**config.mk**
```make
export PLATFORM = sky130hd
export DESIGN_NAME = pwmcps_top
export DESIGN_NICKNAME = d
export VERILOG_FILES = /design/src/hdl/pwmcps_pkg.sv /design/src/hdl/pwmcps_top.sv
export VERILOG_INCLUDE_DIRS = /design/src /design/src/hdl
export SDC_FILE = /design/constraint.sdc
export NUM_CORES = 1
export LEC_CHECK = 0
export BUFFER_PORTS_ARGS = -buffer_cell sky130_fd_sc_hd__clkbuf_2
export CAP_MARGIN = 30
export CORE_MARGIN = 2
export CORE_UTILIZATION = 40
export CTS_BUF_LIST = sky130_fd_sc_hd__clkbuf_4 sky130_fd_sc_hd__clkbuf_8
export DETAILED_ROUTE_END_ITERATION = 8
export RECOVER_POWER = 25
export SYNTH_ARGS = -nofsm -noshare
export SYNTH_HDL_FRONTEND = slang
export SYNTH_SLANG_ARGS = --single-unit
```
**constraint.sdc**
```tcl
create_clock -name i_ref_clk -period 7.8 [get_ports i_ref_clk]
set_clock_uncertainty 0.2 [all_clocks]
set_input_delay 1.17 -clock i_ref_clk [delete_from_list [all_inputs] [get_ports i_ref_clk]]
set_output_delay 1.17 -clock i_ref_clk [all_outputs]
set_load 0.005 [all_outputs]
```
**src/hdl/pwmcps_params.svh**
```systemverilog
// Offsets, field positions, reset values and widths of the PWM pair clock front end.
// Assumes inclusion by bare name from the package and the design module.
`ifndef PWMCPS_PARAMS_SVH
`define PWMCPS_PARAMS_SVH

// ----------------------------------------
// Register byte offsets
// ----------------------------------------
`define PWMCPS_OFS_SRC_SEL 8'h10
`define PWMCPS_OFS_PSC01 8'h14
`define PWMCPS_OFS_PSC23 8'h18
`define PWMCPS_OFS_PSC45 8'h1c
`define PWMCPS_OFS_RUN_CTL 8'h20

// ----------------------------------------
// Field positions
// ----------------------------------------
`define PWMCPS_SRC01_LSB 0
`define PWMCPS_SRC23_LSB 8
`define PWMCPS_SRC45_LSB 16
`define PWMCPS_SRC_W 3
`define PWMCPS_PSC_W 12
`define PWMCPS_RUN01_BIT 0
`define PWMCPS_RUN23_BIT 2
`define PWMCPS_RUN45_BIT 4

// ----------------------------------------
// Source codes and reset values
// ----------------------------------------
`define PWMCPS_SRC_MODULE_CLK 3'h0
`define PWMCPS_SRC_TIMER_A 3'h1
`define PWMCPS_SRC_TIMER_B 3'h2
`define PWMCPS_SRC_TIMER_C 3'h3
`define PWMCPS_SRC_TIMER_D 3'h4
`define PWMCPS_RST_REG 32'h0000_0000
`define PWMCPS_COUNTER_W 16

`endif

```
**src/hdl/pwmcps_pkg.sv**
```systemverilog
// Types shared by the PWM pair clock front end.
// Assumes the params header is on the include path.
`include "pwmcps_params.svh"

package pwmcps_pkg;

  // ----------------------------------------
  // Per-pair settings
  // ----------------------------------------
  typedef struct packed {
    logic [`PWMCPS_SRC_W-1:0] source_select;
    logic [`PWMCPS_PSC_W-1:0] counter_prescale_value;
    logic run_enable;
  } pwmcps_pair_cfg_s;

  typedef struct packed {
    logic [7:0] addr;
    logic [31:0] wdata;
    logic wr;
    logic rd;
  } pwmcps_bus_req_s;

endpackage

```
**src/hdl/pwmcps_top.sv**
```systemverilog
// PWM pair clock front end: source select, shared 12-bit prescaler and run control per pair.
// Assumes timer overflow inputs are pins from another block and are synchronised here,
// and that the register master is on i_ref_clk.
`timescale 1ns/100ps
`default_nettype none
`include "pwmcps_params.svh"

// Functional notes
// - Each pair has its own 3-bit source field at bits [2:0], [10:8] and [18:16] of the source register.
// - Source code 000 clocks the pair's prescaler from the module input clock.
// - Codes 001 to 100 select overflow of general timer a, b, c or d; other codes are reserved and count nothing.
// - The selected clock is divided by the 12-bit prescale value plus one, so zero passes it undivided.
// - Both channels of a pair share one prescaler and each pair owns a separate prescaler.
// - A low run enable at bit 0, 2 or 4 halts both the pair's counter and its prescaler.
// - Writing one to a run enable starts the pair's prescaler and counter from the selected clock.
module pwmcps_top (
  // Clock and reset
  input wire logic i_ref_clk,
  input wire logic i_rst,
  // Register port
  input wire logic [7:0] i_addr,
  input wire logic [31:0] i_wdata,
  input wire logic i_wr,
  input wire logic i_rd,
  output logic [31:0] o_rdata,
  // Timer overflow pulses, asynchronous
  input wire logic i_general_timer_a,
  input wire logic i_general_timer_b,
  input wire logic i_general_timer_c,
  input wire logic i_general_timer_d,
  // Per-pair counting ticks and counters, index 0/1/2 = pairs 01/23/45
  output logic [2:0] o_pair_tick,
  output logic [3*`PWMCPS_COUNTER_W-1:0] o_pair_count,
  output logic [2:0] o_pair_running
);

  // ----------------------------------------
  // Timer overflow synchronisers and edge detect
  // ----------------------------------------
  logic [3:0] tmr_meta_q, tmr_sync_q, tmr_last_q;
  logic [3:0] tmr_meta_d, tmr_sync_d, tmr_last_d;
  logic [3:0] tmr_event;

  always_comb begin
    tmr_meta_d = {i_general_timer_d, i_general_timer_c, i_general_timer_b, i_general_timer_a};
    tmr_sync_d = tmr_meta_q;
    tmr_last_d = tmr_sync_q;
    // Rising edge so a long overflow level counts once
    tmr_event = tmr_sync_q & ~tmr_last_q;
  end

  always_ff @(posedge i_ref_clk or posedge i_rst) begin
    if (i_rst) begin
      tmr_meta_q <= 4'h0;
      tmr_sync_q <= 4'h0;
      tmr_last_q <= 4'h0;
    end else begin
      tmr_meta_q <= tmr_meta_d;
      tmr_sync_q <= tmr_sync_d;
      tmr_last_q <= tmr_last_d;
    end
  end

  // ----------------------------------------
  // Registers
  // ----------------------------------------
  pwmcps_pkg::pwmcps_bus_req_s req;
  pwmcps_pkg::pwmcps_pair_cfg_s [2:0] cfg_q, cfg_d;
  logic [31:0] rdata_q, rdata_d;
  logic [31:0] src_word, run_word;

  always_comb begin
    req = '{addr: i_addr, wdata: i_wdata, wr: i_wr, rd: i_rd};
    cfg_d = cfg_q;
    if (req.wr) begin
      case (req.addr)
        `PWMCPS_OFS_SRC_SEL: begin
          cfg_d[0].source_select = req.wdata[`PWMCPS_SRC01_LSB +: `PWMCPS_SRC_W];
          cfg_d[1].source_select = req.wdata[`PWMCPS_SRC23_LSB +: `PWMCPS_SRC_W];
          cfg_d[2].source_select = req.wdata[`PWMCPS_SRC45_LSB +: `PWMCPS_SRC_W];
        end
        `PWMCPS_OFS_PSC01: cfg_d[0].counter_prescale_value = req.wdata[`PWMCPS_PSC_W-1:0];
        `PWMCPS_OFS_PSC23: cfg_d[1].counter_prescale_value = req.wdata[`PWMCPS_PSC_W-1:0];
        `PWMCPS_OFS_PSC45: cfg_d[2].counter_prescale_value = req.wdata[`PWMCPS_PSC_W-1:0];
        `PWMCPS_OFS_RUN_CTL: begin
          cfg_d[0].run_enable = req.wdata[`PWMCPS_RUN01_BIT];
          cfg_d[1].run_enable = req.wdata[`PWMCPS_RUN23_BIT];
          cfg_d[2].run_enable = req.wdata[`PWMCPS_RUN45_BIT];
        end
        default: begin
        end
      endcase
    end
    // Reserved positions stay zero on read
    src_word = 32'h0;
    src_word[`PWMCPS_SRC01_LSB +: `PWMCPS_SRC_W] = cfg_q[0].source_select;
    src_word[`PWMCPS_SRC23_LSB +: `PWMCPS_SRC_W] = cfg_q[1].source_select;
    src_word[`PWMCPS_SRC45_LSB +: `PWMCPS_SRC_W] = cfg_q[2].source_select;
    run_word = 32'h0;
    run_word[`PWMCPS_RUN01_BIT] = cfg_q[0].run_enable;
    run_word[`PWMCPS_RUN23_BIT] = cfg_q[1].run_enable;
    run_word[`PWMCPS_RUN45_BIT] = cfg_q[2].run_enable;
    // Unmapped reads return zero; read data stands for one cycle only
    rdata_d = 32'h0;
    if (req.rd) begin
      case (req.addr)
        `PWMCPS_OFS_SRC_SEL: rdata_d = src_word;
        `PWMCPS_OFS_PSC01: rdata_d = {20'h0, cfg_q[0].counter_prescale_value};
        `PWMCPS_OFS_PSC23: rdata_d = {20'h0, cfg_q[1].counter_prescale_value};
        `PWMCPS_OFS_PSC45: rdata_d = {20'h0, cfg_q[2].counter_prescale_value};
        `PWMCPS_OFS_RUN_CTL: rdata_d = run_word;
        default: rdata_d = 32'h0;
      endcase
    end
  end

  always_ff @(posedge i_ref_clk or posedge i_rst) begin
    if (i_rst) begin
      cfg_q <= '0;
      rdata_q <= `PWMCPS_RST_REG;
    end else begin
      cfg_q <= cfg_d;
      rdata_q <= rdata_d;
    end
  end

  assign o_rdata = rdata_q;

  // ----------------------------------------
  // Per-pair source select, prescaler and counter
  // ----------------------------------------
  logic [2:0] src_tick;
  logic [2:0][`PWMCPS_PSC_W-1:0] psc_q, psc_d;
  logic [2:0][`PWMCPS_COUNTER_W-1:0] cnt_q, cnt_d;
  logic [2:0] tick_q, tick_d;
  logic [2:0] run_q, run_d;

  always_comb begin
    for (int p = 0; p < 3; p++) begin
      case (cfg_q[p].source_select)
        `PWMCPS_SRC_MODULE_CLK: src_tick[p] = 1'b1;
        `PWMCPS_SRC_TIMER_A: src_tick[p] = tmr_event[0];
        `PWMCPS_SRC_TIMER_B: src_tick[p] = tmr_event[1];
        `PWMCPS_SRC_TIMER_C: src_tick[p] = tmr_event[2];
        `PWMCPS_SRC_TIMER_D: src_tick[p] = tmr_event[3];
        // Reserved codes: nothing counts
        default: src_tick[p] = 1'b0;
      endcase
      psc_d[p] = psc_q[p];
      cnt_d[p] = cnt_q[p];
      tick_d[p] = 1'b0;
      run_d[p] = cfg_q[p].run_enable;
      if (!cfg_q[p].run_enable) begin
        // Halt keeps the counter value; prescaler restarts from zero on next start
        psc_d[p] = '0;
      end else if (src_tick[p]) begin
        if (psc_q[p] >= cfg_q[p].counter_prescale_value) begin
          psc_d[p] = '0;
          tick_d[p] = 1'b1;
          cnt_d[p] = cnt_q[p] + 16'h1;
        end else begin
          psc_d[p] = psc_q[p] + 12'h1;
        end
      end
    end
  end

  always_ff @(posedge i_ref_clk or posedge i_rst) begin
    if (i_rst) begin
      psc_q <= '0;
      cnt_q <= '0;
      tick_q <= 3'h0;
      run_q <= 3'h0;
    end else begin
      psc_q <= psc_d;
      cnt_q <= cnt_d;
      tick_q <= tick_d;
      run_q <= run_d;
    end
  end

  assign o_pair_tick = tick_q;
  assign o_pair_count = {cnt_q[2], cnt_q[1], cnt_q[0]};
  assign o_pair_running = run_q;

  // ----------------------------------------
  // Checks
  // ----------------------------------------
  AST_SRC_FIELD_LAYOUT: assert property (@(posedge i_ref_clk) disable iff (i_rst)
    (i_wr && i_addr == `PWMCPS_OFS_SRC_SEL) |=> cfg_q[1].source_select == $past(i_wdata[10:8]))
    else $error("Pair 23 source field not taken from bits 10:8");
  AST_MODULE_CLK_UNDIVIDED: assert property (@(posedge i_ref_clk) disable iff (i_rst)
    (cfg_q[0].run_enable && cfg_q[0].source_select == 3'h0 && cfg_q[0].counter_prescale_value == 12'h0
     && !(i_wr)) |=> tick_q[0])
    else $error("Module clock source with zero prescale did not tick every cycle");
  AST_RESERVED_SRC_IDLE: assert property (@(posedge i_ref_clk) disable iff (i_rst)
    (cfg_q[2].source_select > 3'h4) |=> !tick_q[2])
    else $error("Reserved source code produced a tick");
  AST_TIMER_A_TICK: assert property (@(posedge i_ref_clk) disable iff (i_rst)
    (cfg_q[1].run_enable && cfg_q[1].source_select == 3'h1 && cfg_q[1].counter_prescale_value == 12'h0
     && tmr_event[0]) |=> tick_q[1])
    else $error("Timer a overflow did not tick pair 23");
  AST_PSC_WRAP: assert property (@(posedge i_ref_clk) disable iff (i_rst)
    tick_q[0] |-> $past(psc_q[0]) == $past(cfg_q[0].counter_prescale_value))
    else $error("Pair 01 tick not at prescale terminal count");
  AST_PSC_BOUND: assert property (@(posedge i_ref_clk) disable iff (i_rst)
    (cfg_q[2].run_enable && $stable(cfg_q[2].counter_prescale_value)) |-> psc_q[2] <= cfg_q[2].counter_prescale_value)
    else $error("Pair 45 prescaler beyond its value");
  AST_HALT: assert property (@(posedge i_ref_clk) disable iff (i_rst)
    !cfg_q[0].run_enable |=> (!tick_q[0] && $stable(cnt_q[0]) && psc_q[0] == 12'h0))
    else $error("Halted pair 01 still counting");
  AST_START: assert property (@(posedge i_ref_clk) disable iff (i_rst)
    (i_wr && i_addr == `PWMCPS_OFS_RUN_CTL && i_wdata[4]) |=> ##1 o_pair_running[2])
    else $error("Run enable write did not start pair 45");
  AST_RESERVED_READ: assert property (@(posedge i_ref_clk) disable iff (i_rst)
    (i_rd && i_addr == `PWMCPS_OFS_RUN_CTL) |=> o_rdata[31:5] == 27'h0 && !o_rdata[1] && !o_rdata[3])
    else $error("Reserved run control bits read nonzero");

  // ----------------------------------------
  // Checks on field layout and read-back
  // ----------------------------------------
  AST_SRC01_FIELD: assert property (@(posedge i_ref_clk) disable iff (i_rst)
    (i_wr && i_addr == `PWMCPS_OFS_SRC_SEL) |=> cfg_q[0].source_select == $past(i_wdata[2:0]))
    else $error("Pair 01 source field not taken from bits 2:0");
  AST_SRC45_FIELD: assert property (@(posedge i_ref_clk) disable iff (i_rst)
    (i_wr && i_addr == `PWMCPS_OFS_SRC_SEL) |=> cfg_q[2].source_select == $past(i_wdata[18:16]))
    else $error("Pair 45 source field not taken from bits 18:16");
  AST_SRC_HOLD: assert property (@(posedge i_ref_clk) disable iff (i_rst)
    !(i_wr && i_addr == `PWMCPS_OFS_SRC_SEL) |=> $stable(cfg_q[0].source_select))
    else $error("Pair 01 source field changed without a source write");
  AST_PSC_SEPARATE: assert property (@(posedge i_ref_clk) disable iff (i_rst)
    (i_wr && i_addr == `PWMCPS_OFS_PSC01) |=>
      ($stable(cfg_q[1].counter_prescale_value) && $stable(cfg_q[2].counter_prescale_value)))
    else $error("Pair 01 prescale write reached another pair");
  AST_RESERVED_SRC_READ: assert property (@(posedge i_ref_clk) disable iff (i_rst)
    (i_rd && i_addr == `PWMCPS_OFS_SRC_SEL) |=>
      (o_rdata[31:19] == 13'h0 && o_rdata[15:11] == 5'h0 && o_rdata[7:3] == 5'h0))
    else $error("Reserved source select bits read nonzero");
  AST_RESERVED_PSC_READ: assert property (@(posedge i_ref_clk) disable iff (i_rst)
    (i_rd && (i_addr == `PWMCPS_OFS_PSC01 || i_addr == `PWMCPS_OFS_PSC23 || i_addr == `PWMCPS_OFS_PSC45))
      |=> o_rdata[31:12] == 20'h0)
    else $error("Reserved prescale bits read nonzero");

  // ----------------------------------------
  // Checks on source selection and division
  // ----------------------------------------
  AST_MODULE_CLK_PAIR23: assert property (@(posedge i_ref_clk) disable iff (i_rst)
    (cfg_q[1].run_enable && cfg_q[1].source_select == 3'h0 && cfg_q[1].counter_prescale_value == 12'h0)
      |=> tick_q[1])
    else $error("Module clock source with zero prescale did not tick pair 23");
  AST_MODULE_CLK_PAIR45: assert property (@(posedge i_ref_clk) disable iff (i_rst)
    (cfg_q[2].run_enable && cfg_q[2].source_select == 3'h0 && cfg_q[2].counter_prescale_value == 12'h0)
      |=> tick_q[2])
    else $error("Module clock source with zero prescale did not tick pair 45");
  AST_RESERVED_CODE_PAIR01: assert property (@(posedge i_ref_clk) disable iff (i_rst)
    (cfg_q[0].source_select > 3'h4) |=> !tick_q[0])
    else $error("Reserved source code produced a tick on pair 01");
  AST_TIMER_B_ONLY: assert property (@(posedge i_ref_clk) disable iff (i_rst)
    (cfg_q[2].run_enable && cfg_q[2].source_select == 3'h2 && !tmr_event[1]) |=> !tick_q[2])
    else $error("Pair 45 ticked with timer b selected but no timer b overflow");
  AST_TIMER_D_ONLY: assert property (@(posedge i_ref_clk) disable iff (i_rst)
    (cfg_q[2].run_enable && cfg_q[2].source_select == 3'h4 && !tmr_event[3]) |=> !tick_q[2])
    else $error("Pair 45 ticked with timer d selected but no timer d overflow");
  AST_PSC_STEP: assert property (@(posedge i_ref_clk) disable iff (i_rst)
    (cfg_q[1].run_enable && src_tick[1] && psc_q[1] < cfg_q[1].counter_prescale_value)
      |=> (psc_q[1] == $past(psc_q[1]) + 12'h1 && !tick_q[1]))
    else $error("Pair 23 prescaler did not step by one below its value");
  AST_PSC_WAIT: assert property (@(posedge i_ref_clk) disable iff (i_rst)
    (cfg_q[1].run_enable && !src_tick[1]) |=> ($stable(psc_q[1]) && !tick_q[1]))
    else $error("Pair 23 prescaler moved without a source tick");
  AST_COUNT_ON_TICK: assert property (@(posedge i_ref_clk) disable iff (i_rst)
    tick_q[1] |-> cnt_q[1] == $past(cnt_q[1]) + 16'h1)
    else $error("Pair 23 counter did not step with its tick");
  AST_COUNT_ONLY_ON_TICK: assert property (@(posedge i_ref_clk) disable iff (i_rst)
    !tick_q[2] |-> $stable(cnt_q[2]))
    else $error("Pair 45 counter moved without its tick");

  // ----------------------------------------
  // Checks on run control
  // ----------------------------------------
  AST_HALT_PAIR23: assert property (@(posedge i_ref_clk) disable iff (i_rst)
    !cfg_q[1].run_enable |=> (!tick_q[1] && $stable(cnt_q[1]) && psc_q[1] == 12'h0))
    else $error("Halted pair 23 still counting");
  AST_HALT_PAIR45: assert property (@(posedge i_ref_clk) disable iff (i_rst)
    !cfg_q[2].run_enable |=> (!tick_q[2] && $stable(cnt_q[2]) && psc_q[2] == 12'h0))
    else $error("Halted pair 45 still counting");
  AST_RUNNING_COPY: assert property (@(posedge i_ref_clk) disable iff (i_rst)
    (o_pair_running[0] == $past(cfg_q[0].run_enable) && o_pair_running[1] == $past(cfg_q[1].run_enable)
     && o_pair_running[2] == $past(cfg_q[2].run_enable)))
    else $error("Running flags do not follow the run enables");
  AST_START_PAIR01: assert property (@(posedge i_ref_clk) disable iff (i_rst)
    (i_wr && i_addr == `PWMCPS_OFS_RUN_CTL && i_wdata[0]) |=> ##1 o_pair_running[0])
    else $error("Run enable write did not start pair 01");
  AST_START_PAIR23: assert property (@(posedge i_ref_clk) disable iff (i_rst)
    (i_wr && i_addr == `PWMCPS_OFS_RUN_CTL && i_wdata[2]) |=> ##1 o_pair_running[1])
    else $error("Run enable write did not start pair 23");
  AST_TICK_NEEDS_RUN: assert property (@(posedge i_ref_clk) disable iff (i_rst)
    tick_q[0] |-> $past(cfg_q[0].run_enable))
    else $error("Pair 01 ticked while not enabled");
  AST_PSC_RESTART: assert property (@(posedge i_ref_clk) disable iff (i_rst)
    $rose(cfg_q[2].run_enable) |-> psc_q[2] == 12'h0)
    else $error("Pair 45 prescaler not at zero when started");

endmodule
`default_nettype wire

```
==> results.txt <==
The total number of H-tree levels is 4, and the number of enable flip-flop cells after synthesis is 0. Global routing finished with a remaining overflow of 0. The maximum number of pins on one net before global-route repair was 105.

The Yosys step of the flow raised 0 warnings. The worst setup path is captured at an async pin. STA puts the critical path data required time at 8090 ps. For the number of max-capacitance violations reported, the log shows 1. The clock root buffer is sky130_fd_sc_hd__clkbuf_8. Counting the buffers created by CTS gives 17. The worst slew margin relative to its limit came out at -0.412.

At the pin with the least slew margin, the transition time is 2110 ps. Power spread over the standard cell area amounts to 178 mW/mm^2. The tools report the total area of multi-input combinational cells as 0.00379 sq mm. Clock latency reported for the late side of the worst-skew pair: 460 ps. The starting DRC count in detailed routing is 305, and the clock-pin slew of the registers on the worst-case setup and hold paths is 80 ps. Along the worst path, the maximum fanout reaches 62.

The distinct cell type count of the synthesized netlist is 52, and the global-route wire length before repair is 30.6 mm. The number of antenna violations at the first check in global routing is 2. For this design, the slowest cell found on the critical path is sky130_fd_sc_hd__clkinvlp_2. The logs give 0.500 for the sequential element share of the synthesized area and 0.0202 sq mm for the standard cell core area.

The run gives 0.408 as the starting density of the core. For the standard-cell row count, the log shows 52. The classification of the worst-slack hold path is reg2reg. For this run, design rule violations remaining after detail routing come to 0.

The run gives 2 as the worst-case clock buffer depth. TritonCTS built the clock tree. After synthesis the netlist holds a flip-flop and latch count of 165. The number of endpoints with negative hold slack in the final report was 0; the final-layout fill cell count was 1900.

The area growth from synthesis to layout is 14.2%. For this design the static power due to leakage is 4.85 nW. The post-layout worst setup margin was 4750 ps; the total setup violations reported at the end of the flow was 0. The congestion estimate from routability-driven global placement came to 0.773. Data on the critical path arrives at its endpoint at 3340 ps. Final net count: 982. For the number of hold buffers added after cts, the log shows 0.

The utilization after layout was 0.466. The tools report the maximum clock rate as 0.327 GHz. The run gives 18.8 mm as the post-detailed-routing wire length. By area the synthesized netlist is led by sky130_fd_sc_hd__dfrtp_1 (50%), sky130_fd_sc_hd__ha_1 (6.4%), sky130_fd_sc_hd__xor2_1 (5.0%).

The dominant delay contributor by cell family on the critical path was buffers and inverters. The sequential cells in the finished layout cover a total of 0.00413 sq mm. The mapped netlist covers 0.00825 sq mm. In the synthesized netlist the dominant register cell turns out to be sky130_fd_sc_hd__dfrtp_1. The number of vias per cell was 5.19; the number of search-and-repair iterations in the first detailed-routing pass was 5. In this run the post-CTS setup repair buffer count came out at 0.

The aggregate negative setup slack was 0 ps; the routed wire length per instance was 16.0 um. The number of global-route vias before repair came out at 5784. The die width is 148 um. The number of buffer and inverter instances along the worst setup path came out at 3.

Class of the most critical setup path: in2async. The post-route fraction of the period consumed by the critical path was 0.392; the post-cts repair resize count was 0. Once detailed placement completed, the half-perimeter wirelength came to 13.5 mm.

Setup repair after global routing left no endpoint under its margin. The flow ran to the end, but the final reports show violations. The worst-case vdd ir drop is 0.000111 V, and the post-route antenna net violation count is 0. For this design the top-level I/O count stands at 134.

The count of input and output buffers was 99. The shortest clock period the worst path allows after layout is 3050 ps, and the worst setup slack after placement is 4370 ps. The share of async-settable or async-resettable flops after synthesis works out to 1.00.

The logs give 0 for the antenna diode instance count and 165 for the number of clock sinks seen by CTS. Summed over all instances, the cell type with the most area after synthesis is sky130_fd_sc_hd__dfrtp_1. Type of element launching the critical path: a primary input. Power comes to 1.68 mW. The die covers 0.0218 sq mm.

The layout cell share with drive strength beyond 1 is 0.207, and the synthesized area per cell is 10.4 sq um. The largest single stage delay on the critical path is 1180 ps. The final reports fail on max-capacitance violations, max-slew violations.

The cell count after synthesis was 790; the number of max-slew violations in the final report was 45. The global router's overall resource usage is 0.177, and the floorplan die height is 148 um. Traced cell by cell, the critical path runs through clkbuf_2 -> clkinvlp_2 -> buf_4. The share of Yosys cell area claimed by the top area cell type was 0.500. Across all layers, the routed design uses 6094 vias.
[routing by layer]
layer / GRT usage / wire length [um] / vias to the layer above
met5: 0 / 12 / -
met4: 0.0567 / 275 / 2
met3: 0.0324 / 752 / 20
met2: 0.283 / 8940 / 117
met1: 0.245 / 8830 / 2986
li1: - / - / 2969
[cell usage after synthesis, types with 3 or more instances]
cell type,number
sky130_fd_sc_hd__mux2_2,30
sky130_fd_sc_hd__and4_1,3
sky130_fd_sc_hd__clkbuf_1,20
sky130_fd_sc_hd__and3_1,27
sky130_fd_sc_hd__a22o_1,10
sky130_fd_sc_hd__or2_2,3
sky130_fd_sc_hd__xor2_1,47
sky130_fd_sc_hd__o31ai_1,7
sky130_fd_sc_hd__nor3b_1,6
sky130_fd_sc_hd__nor4_1,21
sky130_fd_sc_hd__nor2b_1,3
sky130_fd_sc_hd__o21ai_0,50
sky130_fd_sc_hd__nand2b_1,7
sky130_fd_sc_hd__nor3_1,19
sky130_fd_sc_hd__dfrtp_1,165
sky130_fd_sc_hd__nand2_1,84
sky130_fd_sc_hd__buf_4,18
sky130_fd_sc_hd__inv_1,45
sky130_fd_sc_hd__xnor2_1,6
sky130_fd_sc_hd__a21oi_1,25
sky130_fd_sc_hd__a221o_1,7
sky130_fd_sc_hd__nand4_1,14
sky130_fd_sc_hd__a21o_1,6
sky130_fd_sc_hd__ha_1,42
sky130_fd_sc_hd__nor2_1,37
sky130_fd_sc_hd__nand3_1,33
sky130_fd_sc_hd__mux4_2,6
sky130_fd_sc_hd__a22oi_1,13
sky130_fd_sc_hd__and2_1,4
[metrics by stage]
stage / hold WS [ps] / area, sq um / cells
4_1_cts: 156 / 9400 / 1174
3_3_place_gp: 133 / 8990 / 1142
2_1_floorplan: 131 / 8310 / 806
3_5_place_dp: 135 / 8990 / 1142
6_report: 153 / 9430 / 1175
5_1_grt: 164 / 9430 / 1175
[worst paths after layout]
check	end	cells past startpoint	start	slack, ps
min	tmr_last_d[0]$_DFF_PP0_	0	tmr_meta_q[0]$_DFF_PP0_	150
max reg2reg	psc_q[4]$_DFFE_PP0P_	6	tmr_last_q[3]$_DFF_PP0_	4950
max	psc_q[17]$_DFFE_PP0P_	3	i_rst	4750
min in group asynchronous	o_pair_running[0]$_DFF_PP0_	2	i_rst	1030
max in group i_ref_clk	cfg_q[1]$_DFFE_PP0P_	5	i_addr[2]	4790
min reg2reg	tmr_last_d[0]$_DFF_PP0_	0	tmr_meta_q[0]$_DFF_PP0_	150
[placed cells by master, fill, tap and decap left out, drive strengths merged, types with 3 or more instances in the layout]
master | netlist | final
clkinv | 0 | 6
buf | 22 | 10
mux2 | 30 | 30
o21ai | 51 | 51
nand2b | 7 | 7
xnor2 | 6 | 6
xor2 | 47 | 47
nor3b | 6 | 6
nand4 | 14 | 14
a21o | 6 | 6
conb | 1 | 17
or2 | 3 | 3
and3 | 27 | 27
clkinvlp | 0 | 3
inv | 45 | 44
mux4 | 6 | 6
a221o | 7 | 7
and2 | 4 | 4
nor4 | 21 | 21
dfrtp | 165 | 165
a22oi | 13 | 13
and4 | 3 | 3
a21oi | 26 | 26
clkbuf | 20 | 121
nor2 | 37 | 37
ha | 42 | 42
nand2 | 84 | 84
a22o | 10 | 10
nand3 | 33 | 33
nor3 | 19 | 19
nor2b | 3 | 3
o31ai | 7 | 7
[layout make-up]
class                      instances  area share
clock buffer                      22      0.0308
clock inverter                    10      0.0131
inverter                          45      0.0180
multi-input combinational        554       0.402
sequential                       165       0.438
tap                              270      0.0358
timing repair buffer             109      0.0626
[logic make-up after synthesis]
kind of cell,after synthesis,share of synthesized area
multiplexers,38,0.0597
buffers and inverters,87,0.0488
flip-flops,165,0.500
adder cells (fa/ha/maj),42,0.0637
other,1,0.000454
AO/OA/AOI/OAI,132,0.105
XOR/XNOR,53,0.0562
AND/OR/NAND/NOR,272,0.166
[sequential cells by signal, summed over array words and instances, names as in the netlist]
register        flops
o_pair_count       48
tmr_meta_q          4
psc_q              36
tmr_last_d          4
o_pair_running      3
o_pair_tick         3
tmr_last_q          4
cfg_q              48
o_rdata            15
[worst register-to-register path, delay by kind of cell (launching register included)]
kind	cells	cell delay, ps
simple gates	3	1140
compound gates	2	730
buf+inv	1	310
flops	1	360
[power by group]
part           switching (mW)  leakage [nW]  internal [mW]
logic                  0.0885          2.48         0.0482
registers              0.0206          2.17          0.880
clock network           0.320         0.206          0.319
(Power assumes the default switching activity.)
